File: src/common/epp_defines.vh
// Purpose: Constants for the EPROM read and program controller
// Assumes: 50 MHz core clock, 20 ns period
// Notes:   Times are kept in their own unit; cycle counts derive from them
`ifndef EPP_DEFINES_VH
`define EPP_DEFINES_VH

`define EPP_CLK_MHZ 50
// Read timing, nanoseconds: access time, output-drive delay and float delay
`define EPP_TACC_NS 120
`define EPP_TOE_NS 50
`define EPP_TDF_NS 130
// Setup and hold around program pulses, microseconds
`define EPP_TSETUP_US 2
// Fast pulse, nominal 100 us within 95..105 us
`define EPP_FAST_PULSE_US 100
// Adaptive pulse, nominal 1 ms within 0.95..1.05 ms
`define EPP_SLOW_PULSE_US 1000
// Overprogram pulse is three times the pulse sum, bounded 2.85..78.5 ms
`define EPP_OVP_MIN_US 2850
`define EPP_OVP_MAX_US 78500
`define EPP_OVP_FACTOR 3
// Retry limits per byte
`define EPP_FAST_MAX_TRIES 25
`define EPP_SLOW_MAX_TRIES 25
// Fixed read address pattern for the signature mode
`define EPP_SIG_MAKER_ADDR 15'h0000
`define EPP_SIG_PART_ADDR 15'h0001
// All-ones erased byte
`define EPP_ERASED_BYTE 8'hff

`endif

File: src/hdl/epp_ctrl.v
// Purpose: Host-side controller that reads, identifies and programs an EPROM
// Assumes: Pins of the device are driven directly; supplies switched by enables
// Notes:   One command at a time; o_ready low while busy
`timescale 1ns/1ps
`default_nettype none
`include "epp_defines.vh"

// Functional notes
// Drive chip select low for every read and signature access.
// Hold chip select high while idle so the device stands by.
// Keep output drive high whenever the host drives the data lines.
// Sample read data only after address and output-drive delays have elapsed.
// Signature read: chip select and output drive low, bit nine high voltage.
// Device returns maker code at bit zero low, part code when high.
// Erased bytes read all ones; only zeros can be programmed.
// Programming: both controls high, low supply raised, then programming supply.
// With address and data stable, pulse chip select low to program.
// Device programs only zero bits of the data pattern.
// Verify with chip select high and output drive falling to low.
// Fast pulses last 100 us, inside 95 to 105 us.
// Adaptive initial pulses last 1 ms, inside 0.95 to 1.05 ms.
// Adaptive overprogram pulse lasts 2.85 to 78.5 ms.
// Fast pulse method is the default choice.
// Device stays deselected and high impedance when both controls high.
// Repeat pulse and verify until read-back matches, then finish byte.
// Stop after bounded pulses per byte and report failure.
module epp_ctrl #(
   parameter ADDR_W = 15,
   parameter DATA_W = 8,
   parameter FAST_MAX_TRIES = `EPP_FAST_MAX_TRIES,
   parameter SLOW_MAX_TRIES = `EPP_SLOW_MAX_TRIES,
   parameter FAST_PULSE_CYC = `EPP_FAST_PULSE_US * `EPP_CLK_MHZ,
   parameter SLOW_PULSE_CYC = `EPP_SLOW_PULSE_US * `EPP_CLK_MHZ,
   parameter OVP_MIN_CYC = `EPP_OVP_MIN_US * `EPP_CLK_MHZ,
   parameter OVP_MAX_CYC = `EPP_OVP_MAX_US * `EPP_CLK_MHZ
) (
   input wire i_core_clk,
   input wire i_rst_b,
   // Command port: 0 read, 1 signature, 2 program
   input wire i_cmd_valid,
   input wire [1:0] i_cmd_op,
   input wire i_cmd_slow,
   input wire [ADDR_W-1:0] i_cmd_addr,
   input wire [DATA_W-1:0] i_cmd_data,
   output wire o_ready,
   output reg o_done,
   output reg o_fail,
   output reg [DATA_W-1:0] o_rdata,
   // Device pins
   output reg [ADDR_W-1:0] o_addr,
   output reg o_sig_hv_en,
   output reg o_chip_sel_b,
   output reg o_out_drive_b,
   input wire [DATA_W-1:0] i_data_lines,
   output reg [DATA_W-1:0] o_data_lines,
   output reg o_data_lines_oe,
   output reg o_vcc_prog_en,
   output reg o_vpp_prog_en
);

   localparam OP_READ = 2'h0;
   localparam OP_SIG = 2'h1;
   localparam OP_PROG = 2'h2;

   // Cycle counts; read and float delays round up, setup time is exact
   localparam [31:0] RD_CYC = (`EPP_TACC_NS * `EPP_CLK_MHZ + 999) / 1000;
   localparam [31:0] DF_CYC = (`EPP_TDF_NS * `EPP_CLK_MHZ + 999) / 1000;
   localparam [31:0] SU_CYC = `EPP_TSETUP_US * `EPP_CLK_MHZ;

   localparam [3:0] ST_IDLE = 4'h0;
   localparam [3:0] ST_RD_WAIT = 4'h1;
   localparam [3:0] ST_RD_END = 4'h2;
   localparam [3:0] ST_VCC_UP = 4'h3;
   localparam [3:0] ST_VPP_UP = 4'h4;
   localparam [3:0] ST_SETUP = 4'h5;
   localparam [3:0] ST_PULSE = 4'h6;
   localparam [3:0] ST_HOLD = 4'h7;
   localparam [3:0] ST_VERIFY = 4'h8;
   localparam [3:0] ST_OVP = 4'h9;
   localparam [3:0] ST_OVP_HOLD = 4'ha;
   localparam [3:0] ST_VPP_DN = 4'hb;
   localparam [3:0] ST_VCC_DN = 4'hc;

   reg [3:0] state;
   reg [31:0] timer;
   reg [7:0] tries;
   reg slow;
   reg over;
   reg ok;
   reg [DATA_W-1:0] wdata;
   reg [31:0] ovp_len;

   assign o_ready = (state == ST_IDLE);

   // Overprogram length: factor times pulses used, clamped to legal window
   always @* begin
      ovp_len = `EPP_OVP_FACTOR * SLOW_PULSE_CYC * {24'h000000, tries};
      if (ovp_len < OVP_MIN_CYC)
         ovp_len = OVP_MIN_CYC;
      if (ovp_len > OVP_MAX_CYC)
         ovp_len = OVP_MAX_CYC;
   end

   // ===========================================================
   // Sequencer
   always @(posedge i_core_clk or negedge i_rst_b) begin
      if (!i_rst_b) begin
         state <= ST_IDLE;
         timer <= 32'h00000000;
         tries <= 8'h00;
         slow <= 1'b0;
         over <= 1'b0;
         ok <= 1'b0;
         wdata <= 8'hff;
         o_done <= 1'b0;
         o_fail <= 1'b0;
         o_rdata <= 8'h00;
         o_addr <= 15'h0000;
         o_sig_hv_en <= 1'b0;
         o_chip_sel_b <= 1'b1;
         o_out_drive_b <= 1'b1;
         o_data_lines <= 8'hff;
         o_data_lines_oe <= 1'b0;
         o_vcc_prog_en <= 1'b0;
         o_vpp_prog_en <= 1'b0;
      end else begin
         o_done <= 1'b0;
         if (timer != 32'h00000000)
            timer <= timer - 32'h00000001;
         case (state)
         ST_IDLE: begin
            o_chip_sel_b <= 1'b1;
            o_out_drive_b <= 1'b1;
            if (i_cmd_valid) begin
               o_fail <= 1'b0;
               if (i_cmd_op == OP_PROG) begin
                  o_addr <= i_cmd_addr;
                  wdata <= i_cmd_data;
                  slow <= i_cmd_slow; // Fast unless asked
                  tries <= 8'h00;
                  over <= 1'b0;
                  o_vcc_prog_en <= 1'b1; // Low supply first
                  timer <= SU_CYC;
                  state <= ST_VCC_UP;
               end else begin
                  if (i_cmd_op == OP_SIG) begin
                     // Other bits low; bit zero picks maker or part
                     o_addr <= i_cmd_addr[0] ? `EPP_SIG_PART_ADDR : `EPP_SIG_MAKER_ADDR;
                     o_sig_hv_en <= 1'b1;
                  end else begin
                     o_addr <= i_cmd_addr;
                  end
                  o_data_lines_oe <= 1'b0;
                  o_chip_sel_b <= 1'b0;
                  o_out_drive_b <= 1'b0;
                  timer <= RD_CYC; // Covers access and drive delay
                  state <= ST_RD_WAIT;
               end
            end
         end
         ST_RD_WAIT: begin
            if (timer == 32'h00000000) begin
               o_rdata <= i_data_lines;
               o_chip_sel_b <= 1'b1;
               o_out_drive_b <= 1'b1;
               o_sig_hv_en <= 1'b0;
               timer <= DF_CYC; // Let the device float its outputs
               state <= ST_RD_END;
            end
         end
         ST_RD_END: begin
            if (timer == 32'h00000000) begin
               o_done <= 1'b1;
               state <= ST_IDLE;
            end
         end
         ST_VCC_UP: begin
            if (timer == 32'h00000000) begin
               o_vpp_prog_en <= 1'b1; // Programming supply second
               timer <= SU_CYC;
               state <= ST_VPP_UP;
            end
         end
         ST_VPP_UP: begin
            if (timer == 32'h00000000) begin
               // Both controls high while data is driven
               o_data_lines <= wdata; // Zero bits are the ones to burn
               o_data_lines_oe <= 1'b1;
               timer <= SU_CYC;
               state <= ST_SETUP;
            end
         end
         ST_SETUP: begin
            if (timer == 32'h00000000) begin
               o_chip_sel_b <= 1'b0; // Address and data now stable
               tries <= tries + 8'h01;
               timer <= slow ? SLOW_PULSE_CYC - 1 : FAST_PULSE_CYC - 1;
               state <= ST_PULSE;
            end
         end
         ST_PULSE: begin
            if (timer == 32'h00000000) begin
               o_chip_sel_b <= 1'b1;
               timer <= SU_CYC; // Data hold before releasing bus
               state <= ST_HOLD;
            end
         end
         ST_HOLD: begin
            if (timer == 32'h00000000) begin
               o_data_lines_oe <= 1'b0;
               o_out_drive_b <= 1'b0; // Chip select stays high
               timer <= RD_CYC + DF_CYC;
               state <= ST_VERIFY;
            end
         end
         ST_VERIFY: begin
            if (timer == 32'h00000000) begin
               o_rdata <= i_data_lines;
               o_out_drive_b <= 1'b1;
               ok <= (i_data_lines == wdata);
               timer <= SU_CYC;
               if (i_data_lines == wdata && slow && !over) begin
                  o_data_lines_oe <= 1'b1;
                  state <= ST_OVP;
               end else if (i_data_lines == wdata) begin
                  state <= ST_VPP_DN;
               end else if (tries >= (slow ? SLOW_MAX_TRIES : FAST_MAX_TRIES)) begin
                  state <= ST_VPP_DN; // Give up
               end else begin
                  o_data_lines_oe <= 1'b1;
                  state <= ST_SETUP; // Another pulse
               end
            end
         end
         ST_OVP: begin
            if (timer == 32'h00000000) begin
               o_chip_sel_b <= 1'b0;
               over <= 1'b1;
               timer <= ovp_len - 1;
               state <= ST_OVP_HOLD;
            end
         end
         ST_OVP_HOLD: begin
            if (timer == 32'h00000000) begin
               o_chip_sel_b <= 1'b1;
               timer <= SU_CYC;
               state <= ST_HOLD; // Final verify after overprogram
            end
         end
         ST_VPP_DN: begin
            if (timer == 32'h00000000) begin
               o_vpp_prog_en <= 1'b0; // Reverse order on the way down
               timer <= SU_CYC;
               state <= ST_VCC_DN;
            end
         end
         ST_VCC_DN: begin
            if (timer == 32'h00000000) begin
               o_vcc_prog_en <= 1'b0;
               o_fail <= !ok;
               o_done <= 1'b1;
               state <= ST_IDLE;
            end
         end
         default: begin
            state <= ST_IDLE;
         end
         endcase
      end
   end

endmodule
`default_nettype wire

File: config.mk
export PLATFORM = sky130hd
export DESIGN_NAME = epp_ctrl
export DESIGN_NICKNAME = d
export VERILOG_FILES = /design/src/hdl/epp_ctrl.v
export VERILOG_INCLUDE_DIRS = /design/src /design/src/common
export SDC_FILE = /design/constraint.sdc
export NUM_CORES = 1
export LEC_CHECK = 0
export ABC_AREA = 1
export BUFFER_PORTS_ARGS = -buffer_cell sky130_fd_sc_hd__buf_2
export CAP_MARGIN = 5
export CORE_MARGIN = 2
export CORE_UTILIZATION = 25
export DETAILED_ROUTE_END_ITERATION = 12
export MAX_ROUTING_LAYER = met4
export PLACE_DENSITY_LB_ADDON = 0.3
export SLEW_MARGIN = 20
export SYNTH_ARGS = -nofsm -noshare
export SYNTH_HDL_FRONTEND = slang
export SYNTH_SLANG_ARGS = --single-unit
File: constraint.sdc
create_clock -name i_core_clk -period 9.6 [get_ports i_core_clk]
set_input_delay 1.92 -clock i_core_clk [delete_from_list [all_inputs] [get_ports i_core_clk]]
set_output_delay 1.92 -clock i_core_clk [all_outputs]
set_load 0.005 [all_outputs]
==> impl_metrics.yaml <==
power:
  powerDensity_nw_per_um2: 309
  leakagePower_nw: 5.13
  vdd_drop_max_mv: 0.107
setup_path:
  critical_path_required_ns: 9.84
  crit_path_frequent_cell: "nand2_1"
  slowest_delay_ns: 0.83
  cp-start-kind: "flip-flop"
  worstPathArrival_ns: 6.78
  cp-end-kind: "flip-flop"
  cp_slowest_cell: "nor3_2"
  cp_max_fo: 11
  worstSetupPathType: "flip-flop to flip-flop"
  worst-path-buf-inv: 3
  crit_family: "simple AND/OR/NAND/NOR gates"
  path_cells: "inv_1, fa_1, inv_1, fa_1, fa_1, fa_1, ha_1, nand2_1, inv_1, nand2_1, nand2_1, nand2_1, nand3_1, a21oi_1, nand3_1, nor3_2, nand3_2, nor2_1, nand2_1, nor2_1, nand4_1, nand3_1, nand3_1"
detailed_routing:
  drtIter0Drc: 523
  via_per_inst: 4.60
  vias: 7946
  drtAntennaViolNets: 0
  post_drt_wl_per_cell_um: 13.6
  wirelength_um: 23600
  drc: 0
  dr.pass1.iters: 5
finish:
  fin_cells: 1729
  regArea_sq_um: 2370
  area_delta_synth_final_pct: 13.9
  drive_above_1_share: 0.144
  multiInputGateArea_sq_um: 5310
  nets: 1399
  num-fill-cells: 3756
  final_area_sq_um: 9770
  diodes: 0
timing:
  max_freq_ghz: 0.153
  timing.hold.ws_ns: 0.474
  setup_ws_ns: 3.06
  rsz0062_at_grt: "false"
  period_minus_slack_ns: 6.54
  report.final.slew_viol_count: 0
  min_period_over_period: 0.681
  clock_skew_ns: 0.0136
  relSlewSlack: 0.342
  worst_pin_slew_ns: 0.981
  finalSetupViolCount: 0
  hold_viol_final: 0
  setup_tns_ns: 0
cts:
  cts_buffer_depth: 2
  htree_levels: 3
  cts_tree: "built"
  cts-hold-fix-buffers: 0
  insertion_delay_ns: 0.36
  cts_buffers: 9
  post_cts.repair.setup_buffers: 0
  cts_sinks: 94
  path_clk_slew_ns: 0.08
  cts-root-buf: "clkbuf_16"
  cts_resized: 0
yosys:
  synth_top_family_by_area: "simple AND/OR/NAND/NOR gates"
  synth_compound_area_frac: 0.106
  yosysMostFrequentCell: "nand2_1"
  netlist.area_leader.share: 0.222
  synth_common_cells: "nand2_1, inv_1, nor2_1"
  synthSimpleGateAreaFrac: 0.329
  synth.avg_cell_area_sq_um: 7.12
  synthAdderAreaFrac: 0.145
  netlist_instances: 1204
  ys_seq_area_frac: 0.277
  synth.largest_area_cell: "dfrtp_1"
  async_reset_ff_frac: 1.00
  synthesis.nets: 1327
  synth_xor_area_frac: 0.0356
  synth_area_leaders: "dfrtp_1, nand2_1, ha_1"
  netlist_area_sq_um: 8580
  yosysWarnings: 0
  ys_types: 60
  ys_seq_elements: 94
  synth_edf_count: 0
  yosys-mux-area-fraction: 0.00263
  synthFlopType: "dfrtp_1"
global_route:
  grt_pass1_wl_um: 38900
  overflow: 0
  grt_max_degree: 74
  antenna_found_initial: 0
  grt_pass1_vias: 7699
  gr-usage-all-layers: 0.138
flow_run:
  cap_violations: 0
placed_design:
  routabilityCongestion: 0.878
  place_ws_ns: 3.08
  hpwl_um: 19100
  portBuffers: 76
  place_area_sq_um: 9450
  place_inst: 1713
floorplan:
  die-area_sq_um: 35800
  start_util: 0.255
  die_h_um: 189
  core_sq_um: 33700
  dieWidth_um: 189
  placementRows: 67
  ios: 77
status:
  status: "finished, final reports clean"
worst_hold_path:
  hp-class: "flip-flop to flip-flop"
-- where the power goes --
group | total, W | internal (W) | switching (W) | leakage (nW)
Combinational | 0.00197 | 0.000647 | 0.00133 | 3.81
Clock | 0.000393 | 0.000230 | 0.000163 | 0.160
Sequential | 0.000654 | 0.000548 | 0.000106 | 1.16
-- logic make-up (layout without fill, tap and decap cells) --
family | count (synthesis) | in the layout
buffers and inverters | 229 | 306
AO/OA/AOI/OAI | 146 | 146
AND/OR/NAND/NOR | 613 | 613
adder cells (fa/ha/maj) | 86 | 86
XOR/XNOR | 34 | 34
flip-flops | 94 | 94
multiplexers | 2 | 2
-- tightest hold or removal path: cells and delay by family (launching register included) --
kind             cells  cell delay [ns]
flip-flops           1             0.35
AND/OR/NAND/NOR      2             0.09
-- path summary, 6_finish.rpt --
check	startpoint	endpoint	slack, ns	depth (start not counted)
worst max-delay path	tries[5]	timer[18]	3.06	23
worst min-delay path	o_addr[0]	o_addr[0]	0.47	2
worst max register to register	tries[5]	timer[18]	3.06	23
worst min register to register	o_addr[0]	o_addr[0]	0.47	2
max in group asynchronous	i_rst_b	o_rdata[5]	6.90	2
min in group asynchronous	i_rst_b	timer[21]	1.45	1
-- layer usage --
| metal | track usage | wire length [um] | vias to the layer above |
|---|---|---|---|
| li1 | - | - | 4031 |
| met1 | 0.189 | 11900 | 3754 |
| met2 | 0.214 | 10600 | 145 |
| met3 | 0.0211 | 756 | 16 |
| met4 | 0.0277 | 235 | 0 |
| met5 | - | 0 | - |
-- stage by stage --
stage | utilization | total power [W]
after floorplan | - | 0.00214
after global placement | 0.280 | 0.00262
after detailed placement | 0.280 | 0.00263
after CTS | 0.290 | 0.00304
after global routing | 0.290 | 0.00333
final | 0.290 | 0.00302
-- cell type report --
cell class	count	share of cell area
clock inverter	7	0.00986
inverter	209	0.0803
clock buffer	9	0.0230
tap	448	0.0574
multi-input combinational	881	0.543
timing repair buffer	81	0.0430
sequential	94	0.243
-- state kept, by name, summed over array words and instances, names as in the netlist, 4 cells and up --
name	count
timer	32
o_addr	15
o_data_lines	8
o_rdata	8
tries	8
wdata	8
state	4
-- cell usage in the layout (no fill, tap or decap), types with 3 or more instances in the layout --
cell | netlist | final
o21ai_0 | 57 | 57
a21oi_1 | 34 | 34
nand3_1 | 75 | 75
nor3_1 | 21 | 21
a21o_1 | 3 | 3
inv_2 | 5 | 5
nand4_1 | 25 | 25
buf_2 | 2 | 75
a31oi_1 | 11 | 11
inv_1 | 202 | 202
or2_2 | 5 | 5
nand3b_1 | 7 | 7
nand3_2 | 11 | 11
nor2_2 | 14 | 15
dfstp_2 | 18 | 18
nand2_2 | 14 | 14
clkbuf_16 | 0 | 9
xnor2_1 | 10 | 10
nor2_4 | 4 | 4
ha_1 | 64 | 64
nor2_1 | 132 | 131
nor3b_1 | 3 | 3
fa_1 | 22 | 22
nor4_1 | 7 | 7
nand2_1 | 280 | 280
xor2_1 | 23 | 23
dfrtp_1 | 76 | 76
and2_1 | 4 | 4
o31ai_1 | 3 | 3
buf_4 | 0 | 6
a32o_1 | 14 | 14
o211ai_1 | 4 | 4
Note: power is estimated with default switching activity, not from simulation.
